`src/include/alias_regs_pkg.sv`:
```
// Behaviour
// - override set: pll source from register
// - override clear: pll source from pin
// - edge select 1 rising, 0 falling
// - mode override ignores received mode bits
// - read-only flag: received mode info current
// - read-only bit3: 12-bit mode active
// - read-only bit2: 10-bit mode active
// - deser address reset zero, zero blocks access
// - auto-load deser address after receive lock
// - address lock bit stops auto-load
// - deser alias match remaps to deser address
// - target address reset zero, zero blocks
// - target alias match remaps to target address
// - target alias field, zero disables
// - forwarding only while pass-through enabled
package alias_regs_pkg;
  // register offsets
  localparam logic [7:0] GEN_CFG_OFS     = 8'h03;
  localparam logic [7:0] MODE_SEL_OFS    = 8'h05;
  localparam logic [7:0] DESER_ADDR_OFS  = 8'h06;
  localparam logic [7:0] DESER_ALIAS_OFS = 8'h07;
  localparam logic [7:0] TGT_ADDR_OFS    = 8'h08;
  localparam logic [7:0] TGT_ALIAS_OFS   = 8'h09;
  localparam logic [7:0] PLL_SEL_OFS     = 8'h35;
  // field positions
  localparam int PASS_BIT     = 2;
  localparam int OVR_BIT      = 1;
  localparam int EDGE_BIT     = 0;
  localparam int MODE_OVR_BIT = 5;
  localparam int CURRENT_BIT  = 4;
  localparam int M12_BIT      = 3;
  localparam int M10_BIT      = 2;
  localparam int LOCK_BIT     = 0;
  localparam int PLL_SEL_BIT  = 0;
  // reset values
  localparam logic [7:0] GEN_CFG_RST  = 8'h05;
  localparam logic [7:0] MODE_SEL_RST = 8'h00;
  localparam logic [7:0] ZERO_RST     = 8'h00;
  // mode codes: bit1 = 12-bit high freq, bit0 = 10-bit
  localparam logic [1:0] MODE_NONE = 2'h0;
  // synchroniser depth
  localparam int SYNC_STAGES = 3;
endpackage

```
`src/rtl/serializer_config_alias_regs.sv`:
```
module serializer_config_alias_regs (
  // clock and reset
  input  wire logic       clk,
  input  wire logic       reset,
  // local register port
  input  wire logic       reg_wr,
  input  wire logic       reg_rd,
  input  wire logic [7:0] reg_addr,
  input  wire logic [7:0] reg_wdata,
  output logic      [7:0] reg_rdata,
  // pins
  input  wire logic       mode_pin,
  input  wire logic       rx_lock,
  // from control channel
  input  wire logic       bcc_addr_valid,
  input  wire logic [6:0] bcc_deser_addr,
  input  wire logic       bcc_mode_valid,
  input  wire logic [1:0] bcc_mode,
  // incoming i2c address to decode
  input  wire logic       i2c_req,
  input  wire logic [6:0] i2c_addr,
  // forwarding result
  output logic            fwd_valid,
  output logic [6:0]      fwd_addr,
  // block controls
  output logic            pll_src_direct,
  output logic            pixel_edge_select,
  output logic            mode_12bit,
  output logic            mode_10bit
);
  logic       lock_s;
  logic       pin_s;
  logic [7:0] gen_reg, gen_next;
  logic       movr_reg, movr_next;
  logic       cur_reg, cur_next;
  logic [1:0] mode_reg, mode_next;
  logic [6:0] daddr_reg, daddr_next;
  logic       dlock_reg, dlock_next;
  logic [6:0] dalias_reg, dalias_next;
  logic [6:0] taddr_reg, taddr_next;
  logic [6:0] talias_reg, talias_next;
  logic       psel_reg, psel_next;
  logic [7:0] rdata_reg, rdata_next;
  logic       fv_reg, fv_next;
  logic [6:0] fa_reg, fa_next;
  logic       pll_reg, pll_next;
  logic [1:0] rxmode_reg, rxmode_next;
  logic       wr_gen, wr_mode, wr_da, wr_dl, wr_ta, wr_tl, wr_ps;

  // pins come from outside the clock domain
  level_sync u_lock_sync (
    .clk   (clk),
    .reset (reset),
    .din   (rx_lock),
    .dout  (lock_s)
  );
  level_sync u_pin_sync (
    .clk   (clk),
    .reset (reset),
    .din   (mode_pin),
    .dout  (pin_s)
  );

  // write decode
  always_comb begin
    wr_gen = reg_wr && reg_addr == alias_regs_pkg::GEN_CFG_OFS;
    wr_mode = reg_wr && reg_addr == alias_regs_pkg::MODE_SEL_OFS;
    wr_da = reg_wr && reg_addr == alias_regs_pkg::DESER_ADDR_OFS;
    wr_dl = reg_wr && reg_addr == alias_regs_pkg::DESER_ALIAS_OFS;
    wr_ta = reg_wr && reg_addr == alias_regs_pkg::TGT_ADDR_OFS;
    wr_tl = reg_wr && reg_addr == alias_regs_pkg::TGT_ALIAS_OFS;
    wr_ps = reg_wr && reg_addr == alias_regs_pkg::PLL_SEL_OFS;
  end

  // register file next state
  always_comb begin
    gen_next    = gen_reg;
    movr_next   = movr_reg;
    daddr_next  = daddr_reg;
    dlock_next  = dlock_reg;
    dalias_next = dalias_reg;
    taddr_next  = taddr_reg;
    talias_next = talias_reg;
    psel_next   = psel_reg;
    rxmode_next = rxmode_reg;
    cur_next    = cur_reg;
    if (wr_gen) begin
      gen_next = reg_wdata; // upper bits belong to other logic
    end
    if (wr_mode) begin
      movr_next = reg_wdata[alias_regs_pkg::MODE_OVR_BIT];
    end
    // channel load first so a same-cycle software write wins
    if (lock_s && bcc_addr_valid && !dlock_reg) begin
      daddr_next = bcc_deser_addr;
    end
    if (wr_da) begin
      daddr_next = reg_wdata[7:1];
      dlock_next = reg_wdata[alias_regs_pkg::LOCK_BIT];
    end
    if (wr_dl) begin
      dalias_next = reg_wdata[7:1];
    end
    if (wr_ta) begin
      taddr_next = reg_wdata[7:1];
    end
    if (wr_tl) begin
      talias_next = reg_wdata[7:1];
    end
    if (wr_ps) begin
      psel_next = reg_wdata[alias_regs_pkg::PLL_SEL_BIT];
    end
    // received mode info; current until link lost
    if (bcc_mode_valid && lock_s) begin
      rxmode_next = bcc_mode;
      cur_next    = 1'b1;
    end else if (!lock_s) begin
      cur_next = 1'b0;
    end
  end

  // effective mode and pll source
  always_comb begin
    mode_next = rxmode_reg;
    if (movr_reg || !cur_reg) begin
      mode_next = alias_regs_pkg::MODE_NONE;
    end
    // override takes register choice, else the pin
    pll_next = gen_reg[alias_regs_pkg::OVR_BIT] ? psel_reg : pin_s;
  end

  // alias decode and remap
  always_comb begin
    fv_next = 1'b0;
    fa_next = fa_reg;
    if (i2c_req && gen_reg[alias_regs_pkg::PASS_BIT]) begin
      if (dalias_reg != 7'h00 && daddr_reg != 7'h00 &&
          i2c_addr == dalias_reg) begin
        fv_next = 1'b1;
        fa_next = daddr_reg;
      end else if (talias_reg != 7'h00 && taddr_reg != 7'h00 &&
                   i2c_addr == talias_reg) begin
        fv_next = 1'b1;
        fa_next = taddr_reg;
      end
    end
  end

  // read mux; reserved bits read zero
  always_comb begin
    rdata_next = rdata_reg;
    if (reg_rd) begin
      case (reg_addr)
        alias_regs_pkg::GEN_CFG_OFS:     rdata_next = gen_reg;
        alias_regs_pkg::MODE_SEL_OFS:    rdata_next = {2'h0, movr_reg,
          cur_reg, mode_reg, 2'h0};
        alias_regs_pkg::DESER_ADDR_OFS:  rdata_next = {daddr_reg, dlock_reg};
        alias_regs_pkg::DESER_ALIAS_OFS: rdata_next = {dalias_reg, 1'b0};
        alias_regs_pkg::TGT_ADDR_OFS:    rdata_next = {taddr_reg, 1'b0};
        alias_regs_pkg::TGT_ALIAS_OFS:   rdata_next = {talias_reg, 1'b0};
        alias_regs_pkg::PLL_SEL_OFS:     rdata_next = {7'h00, psel_reg};
        default:                         rdata_next = 8'h00;
      endcase
    end
  end

  always_ff @(posedge clk) begin
    if (reset) begin
      gen_reg    <= alias_regs_pkg::GEN_CFG_RST;
      movr_reg   <= 1'b0;
      cur_reg    <= 1'b0;
      mode_reg   <= alias_regs_pkg::MODE_NONE;
      rxmode_reg <= alias_regs_pkg::MODE_NONE;
      daddr_reg  <= 7'h00;
      dlock_reg  <= 1'b0;
      dalias_reg <= 7'h00;
      taddr_reg  <= 7'h00;
      talias_reg <= 7'h00;
      psel_reg   <= 1'b0;
      rdata_reg  <= alias_regs_pkg::ZERO_RST;
      fv_reg     <= 1'b0;
      fa_reg     <= 7'h00;
      pll_reg    <= 1'b0;
    end else begin
      gen_reg    <= gen_next;
      movr_reg   <= movr_next;
      cur_reg    <= cur_next;
      mode_reg   <= mode_next;
      rxmode_reg <= rxmode_next;
      daddr_reg  <= daddr_next;
      dlock_reg  <= dlock_next;
      dalias_reg <= dalias_next;
      taddr_reg  <= taddr_next;
      talias_reg <= talias_next;
      psel_reg   <= psel_next;
      rdata_reg  <= rdata_next;
      fv_reg     <= fv_next;
      fa_reg     <= fa_next;
      pll_reg    <= pll_next;
    end
  end

  assign reg_rdata         = rdata_reg;
  assign fwd_valid         = fv_reg;
  assign fwd_addr          = fa_reg;
  assign pll_src_direct    = pll_reg;
  assign pixel_edge_select = gen_reg[alias_regs_pkg::EDGE_BIT];
  assign mode_12bit        = mode_reg[1];
  assign mode_10bit        = mode_reg[0];
endmodule

```
`src/rtl/level_sync.sv`:
```
module level_sync (
  // clock and reset
  input  wire logic clk,
  input  wire logic reset,
  // level
  input  wire logic din,
  output logic      dout
);
  logic [alias_regs_pkg::SYNC_STAGES-1:0] sh_reg;
  logic [alias_regs_pkg::SYNC_STAGES-1:0] sh_next;
  logic                                   out_reg;
  logic                                   out_next;

  // accept a change once the last two stages agree
  always_comb begin
    sh_next  = {sh_reg[alias_regs_pkg::SYNC_STAGES-2:0], din};
    out_next = out_reg;
    if (sh_reg[2] == sh_reg[1]) begin
      out_next = sh_reg[2];
    end
  end

  always_ff @(posedge clk) begin
    if (reset) begin
      sh_reg  <= '0;
      out_reg <= 1'b0;
    end else begin
      sh_reg  <= sh_next;
      out_reg <= out_next;
    end
  end

  assign dout = out_reg;
endmodule

```
`config.mk`:
```
export PLATFORM = sky130hd
export DESIGN_NAME = serializer_config_alias_regs
export DESIGN_NICKNAME = d
export VERILOG_FILES = /design/src/include/alias_regs_pkg.sv /design/src/rtl/serializer_config_alias_regs.sv /design/src/rtl/level_sync.sv
export SDC_FILE = /design/constraint.sdc
export NUM_CORES = 1
export LEC_CHECK = 0
export BUFFER_PORTS_ARGS = -buffer_cell sky130_fd_sc_hd__buf_2
export CAP_MARGIN = 0
export CELL_PAD_IN_SITES_DETAIL_PLACEMENT = 1
export CELL_PAD_IN_SITES_GLOBAL_PLACEMENT = 1
export CORE_UTILIZATION = 37
export CTS_CLUSTER_DIAMETER = 60
export DETAILED_ROUTE_END_ITERATION = 8
export PLACE_DENSITY = 0.73
export SLEW_MARGIN = 20
export SYNTH_ARGS = -nofsm -noshare
export SYNTH_HDL_FRONTEND = slang
export SYNTH_HIERARCHICAL = 1
export SYNTH_SLANG_ARGS = --single-unit
```
`constraint.sdc`:
```
create_clock -name clk -period 2 [get_ports clk]
set_input_delay 0.1 -clock clk [delete_from_list [all_inputs] [get_ports clk]]
set_output_delay 0.1 -clock clk [all_outputs]
set_load 0.1 [all_outputs]
```
==> reports/results.tsv, run 1 <==
metric	value	unit
status	finished clean	
grt_max_degree	32	
required	2.24	ns
min_path_type	in -> reg	
ys_seq_area_share	43.6	%
leakage	1.75	nW
total_power	0.00301	W
dieWidth	94.5	um
rsz0062_at_grt	no	
worstSetupEndpoint	fwd_addr[6]$_SDFFE_PP0P_	
period_needed	1.79	ns
cts_buffer_depth	2	
reg2reg_slack	0.21	ns
n_antenna_cell	0	
drt-total-wl	9770	um
synth_edf_count	0	
cts.clk_slew.worst_paths	0.08	ns
core_area	8260	um2
crit_path_end_kind	flop	
syn_avg_cell_area	9.18	um2
crit_type	reg -> reg	
worstHoldStart	reg_wdata[0]	
synth-main-ff-cell	dfxtp_1	
layout_common_cells	dfxtp_1, buf_2, nor2_1	
cts_tree	built	
dpl-instance-area	3710	um2
cellPowerDensity	750	nW/um2
grt_use_total	23.6	%
r2r-start	talias_reg[2]$_SDFFE_PP0P_	
remaining_drc_errors	0	
arrival	2.03	ns
vias	2958	
yosys.area.top_type_share	43.6	%
multiInputGateArea	1710	um2
fp.dieH	94.5	um
drtPass1Iterations	6	
cts_inserted_buffers	9	
routabilityCongestion	0.808	
nets	471	
io_pins	61	
avgRoutedWirePerCell	18.1	um
startpoint_type	flop	
place_hpwl	7430	um
yosysUniqueCellTypes	47	
grt_pass1_wl	15600	um
ys_seq_elements	69	
postSynthCellCount	345	
antenna_found_initial	0	
final_antenna_net_count	0	
cts_root_buffer	clkbuf_8	
synth.area.top_cells	dfxtp_1, mux2i_1, nor2_1	
port_buffers	60	
p_clk_share	48.4	%
slew_violations	0	
yosys.area.top_type	dfxtp_1	
swShare	23.7	%
overflow	0	
fillers	999	
slew_headroom	64.6	%
finalClockSkew	0.00837	ns
die-area	8930	um2
startpoint	talias_reg[2]$_SDFFE_PP0P_	
worstMarginPinSlew	0.530	ns
syn-cell-area	3170	um2
hold_viol	0	
start_util	38.3	%
max_cap_viol_count	0	
htreeDepth	3	
p_switching	0.000714	W
syn2layout_area_growth	26.9	%
cts.sinks	69	
syn_nets	386	
insertion_delay	0.36	ns
r2r_end	fwd_addr[6]$_SDFFE_PP0P_	
combPwrFrac	5.8	%
grt_pass1_vias	2976	
reg2reg_depth	6	
drive_above_1_share	27.8	%
stdcell_area	4020	um2
synth_warnings	6	
first_iter_violations	170	
mostFrequentLayoutCell	dfxtp_1	
setup_violations	0	
register_area	1380	um2
internal_power	0.00230	W
via_per_inst	5.48	
fmax	559	MHz
seqPwrFrac	45.8	%
period_share	89.5	%
placementRows	33	
ys_async_sr_fraction	0	%
path_max_fanout	8	
peakVddDrop	0.336	mV
## stage by stage
step,setup slack [ns],util [%],cells,hold slack (ns),TNS [ns]
after floorplan,0.0739,-,345,0.169,0
after global placement,-0.0618,44.9,519,0.309,-0.918
after detailed placement,-0.131,44.9,519,0.320,-1.83
after CTS,0.0871,48.5,539,0.00393,0
after global routing,0.0247,48.7,540,0.0221,0
final,0.210,48.7,540,0.0213,0
## Yosys cell counts (6+ instances only)
| master | instances |
|---|---|
| a211oi_1 | 7 |
| a211oi_2 | 7 |
| a21oi_1 | 19 |
| a22o_1 | 6 |
| clkbuf_1 | 6 |
| dfxtp_1 | 69 |
| mux2i_1 | 31 |
| nand2_1 | 34 |
| nand3_1 | 18 |
| nor2_1 | 39 |
| nor2b_1 | 6 |
| nor3_1 | 12 |
| nor4_1 | 7 |
| o21a_1 | 7 |
| o21ai_0 | 6 |
| xnor2_1 | 7 |
| xor2_1 | 7 |
## power by group through the flow
stage / combinational [W] / sequential [W] / clock, W
6_report: 0.000175 / 0.00138 / 0.00146
5_1_grt: 0.000189 / 0.00138 / 0.00155
4_1_cts: 0.000175 / 0.00138 / 0.00148
3_5_place_dp: 0.000168 / 0.00142 / 0
3_3_place_gp: 0.000164 / 0.00141 / 0
2_1_floorplan: 0.0000727 / 0.00141 / 0
## worst max-delay path, stage by stage, from the launching register on
cell	delay, ns
dfxtp_1	0.37
xor2_1	0.18
nor4_1	0.44
and4_1	0.29
a31oi_2	0.09
a211oi_1	0.23
nor3_1	0.07
## cells by family (layout without fill, tap and decap cells)
logic type      after synthesis  count (layout)  synth area share (%)
compound gates               70              70                  16.4
xor+xnor                     14              14                  3.87
fa+ha+maj                     1               1                 0.316
buf+inv                      18             108                  2.49
flops                        69              69                  43.6
mux                          35              35                  11.2
simple gates                138             138                  22.0
## routing by layer
layer / part of all wire (%) / GRT usage [%] / vias up
li1: - / - / 1432
met1: 43 / 28.2 / 1443
met2: 52 / 41.5 / 70
met3: 3.9 / 4.11 / 13
met4: 1.8 / 9.72 / 0
met5: 0 / 0 / -
## worst min path at each step
stage | end | slack, ns | cells after the start
2_1_floorplan | u_lock_sync/dout$_SDFFE_PP0N_ | 0.17 | 1
3_3_place_gp | u_lock_sync/sh_reg[0]$_SDFF_PP0_ | 0.31 | 2
3_5_place_dp | u_lock_sync/sh_reg[0]$_SDFF_PP0_ | 0.32 | 2
4_1_cts | dlock_reg$_SDFFE_PP0P_ | 0.004 | 3
5_1_grt | psel_reg$_SDFFE_PP0P_ | 0.02 | 3
6_report | psel_reg$_SDFFE_PP0P_ | 0.02 | 3
## layout make-up
class	count	area share (%)
Multi-Input combinational cell	258	42.6
Sequential cell	69	34.4
Timing Repair Buffer	89	13.1
Clock inverter	7	3.24
Clock buffer	9	3.08
Tap cell	105	3.27
Inverter	3	0.280
## repair_timing
action / 4_1_cts / 5_1_grt
hold buffers: 4 / 0
setup buffers: 0 / 1
setup endpoints to repair: 0 / 7
gates resized for setup: 0 / 1
hold endpoints to repair: 4 / 0
No activity file was read; power rests on OpenSTA's default activity.
==> run 2: changes to the inputs <==
--- a/config.mk
+++ b/config.mk
@@ -9,6 +9,7 @@
 export CAP_MARGIN = 0
 export CELL_PAD_IN_SITES_DETAIL_PLACEMENT = 1
 export CELL_PAD_IN_SITES_GLOBAL_PLACEMENT = 1
+export CORE_MARGIN = 4
 export CORE_UTILIZATION = 37
 export CTS_CLUSTER_DIAMETER = 60
 export DETAILED_ROUTE_END_ITERATION = 8
==> run 2 against run 1 <==
Worst hold slack gained 0.0097 ns. Die area grew 13%. Via count unchanged. First-iteration DRC count fell by 38%. Wire length grew 3.3%. Cell area fell by 1.1%. Sequential power about the same. Clock skew grew 0.0060 ns. Combinational power about the same. Largest cell class unchanged. Highest routed layer unchanged.
==> reports/results.tsv, run 2 (synthesized netlist as in run 1, its figures left out) <==
metric	value	unit
max_stage_delay	0.45	ns
grt_most_used_layer	met2	
drive_above_1_share	28.1	%
overflow	0	
worstMarginPinSlew	0.506	ns
die-area	10100	um2
dieWidth	101	um
rsz0062_at_grt	no	
fillers	1002	
cts_inserted_buffers	9	
remaining_drc_errors	0	
use_met3	4.36	%
cellPowerDensity	689	nW/um2
max_cap_viol_count	0	
layout_common_cells	dfxtp_1, buf_2, nor2_1	
mostFrequentLayoutCell	dfxtp_1	
stdcell_area	3970	um2
io_pins	61	
startpoint_type	flop	
dpl-instance-area	3730	um2
critical-path-slowest-cell	nor4_1	
fmax	544	MHz
setup_violations	0	
cts.sinks	69	
crit_path_end_kind	flop	
required	2.22	ns
vias	2958	
slew_headroom	66.2	%
peakVddDrop	0.327	mV
cts_tree	built	
antenna_found_initial	0	
nets	470	
via_per_inst	5.49	
start_util	38.3	%
slew_violations	0	
grt_pass1_wl	16200	um
crit_type	reg -> reg	
grt_use_total	20.7	%
place_hpwl	7730	um
placementRows	33	
drtPass1Iterations	5	
cts_buffer_depth	2	
min_path_type	in -> reg	
finalClockSkew	0.0144	ns
hold_viol	0	
grt_pass1_vias	3137	
routabilityCongestion	0.829	
worstPathCellList	xor2_1 -> nor4_1 -> and4_1 -> a31oi_2 -> a211oi_1 -> nor3_1	
avgRoutedWirePerCell	18.7	um
insertion_delay	0.35	ns
leakage	1.73	nW
use_met2	37.3	%
cts_root_buffer	clkbuf_8	
arrival	2.06	ns
cpLargestDelayFamily	simple AND/OR/NAND/NOR gates	
n_antenna_cell	0	
worst-path-buf-inv	0	
total_power	0.00274	W
htreeDepth	3	
path_max_fanout	8	
cts.clk_slew.worst_paths	0.08	ns
grt_use_met1	24.4	%
period_needed	1.84	ns
first_iter_violations	106	
core_area	8260	um2
port_buffers	60	
grt_max_degree	63	
final_antenna_net_count	0	
period_share	92.0	%
fp.dieH	101	um
status	finished clean	
drt-total-wl	10100	um
syn2layout_area_growth	25.5	%
-- run 2: final timing paths --
kind | start | endpoint | slack [ns] | cells past startpoint
worst max-delay path | talias_reg[5]$_SDFFE_PP0P_ | fwd_addr[5]$_SDFFE_PP0P_ | 0.16 | 6
worst min-delay path | bcc_mode[0] | rxmode_reg[0]$_SDFFE_PP0P_ | 0.03 | 3
worst max register to register | talias_reg[5]$_SDFFE_PP0P_ | fwd_addr[5]$_SDFFE_PP0P_ | 0.16 | 6
worst min register to register | u_lock_sync/sh_reg[0]$_SDFF_PP0_ | u_lock_sync/sh_reg[1]$_SDFF_PP0_ | 0.45 | 1
-- run 2: cell type report --
class                           instances  area (um2)  share of cell area [%]
Sequential cell                        69        1380                    34.8
Inverter                                3        11.3                   0.283
Clock inverter                          5        57.6                    1.45
Timing Repair Buffer                   88         528                    13.3
Tap cell                              105         131                    3.31
Multi-Input combinational cell        258        1710                    43.1
Clock buffer                           11         151                    3.81
-- run 2: metrics by stage --
stage | instances | TNS, ns | hold WS, ns | utilization, % | setup WS, ns
6_report | 539 | 0 | 0.0310 | 48.1 | 0.161
5_1_grt | 539 | 0 | 0.0207 | 48.1 | 0.0349
4_1_cts | 538 | 0 | 0.0215 | 48.0 | 0.0498
2_1_floorplan | 345 | 0 | 0.169 | - | 0.0739
3_3_place_gp | 520 | -0.976 | 0.314 | 45.2 | -0.0584
3_5_place_dp | 520 | -2.02 | 0.324 | 45.2 | -0.132
-- run 2: what timing repair did --
action	CTS	global route
endpoints found under the hold margin	2	0
setup buffers	0	1
resized for setup	0	1
endpoints found under the setup margin	0	7
hold buffers	2	0
-- run 2: worst min-delay path: stages --
cell and delay, ns:
buf_2 0.10, nand3_1 0.06, a21oi_1 0.06
-- run 2: power by group --
group | switching, W | internal [W]
logic | 0.000104 | 0.0000691
registers | 0.00000379 | 0.00138
clock network | 0.000538 | 0.000646
-- run 2: routing by layer --
metal / part of all wire, % / wire (um)
met2: 52 / 5270
met4: 1.8 / 180
met1: 42 / 4280
met5: 0 / 0
met3: 3.7 / 370
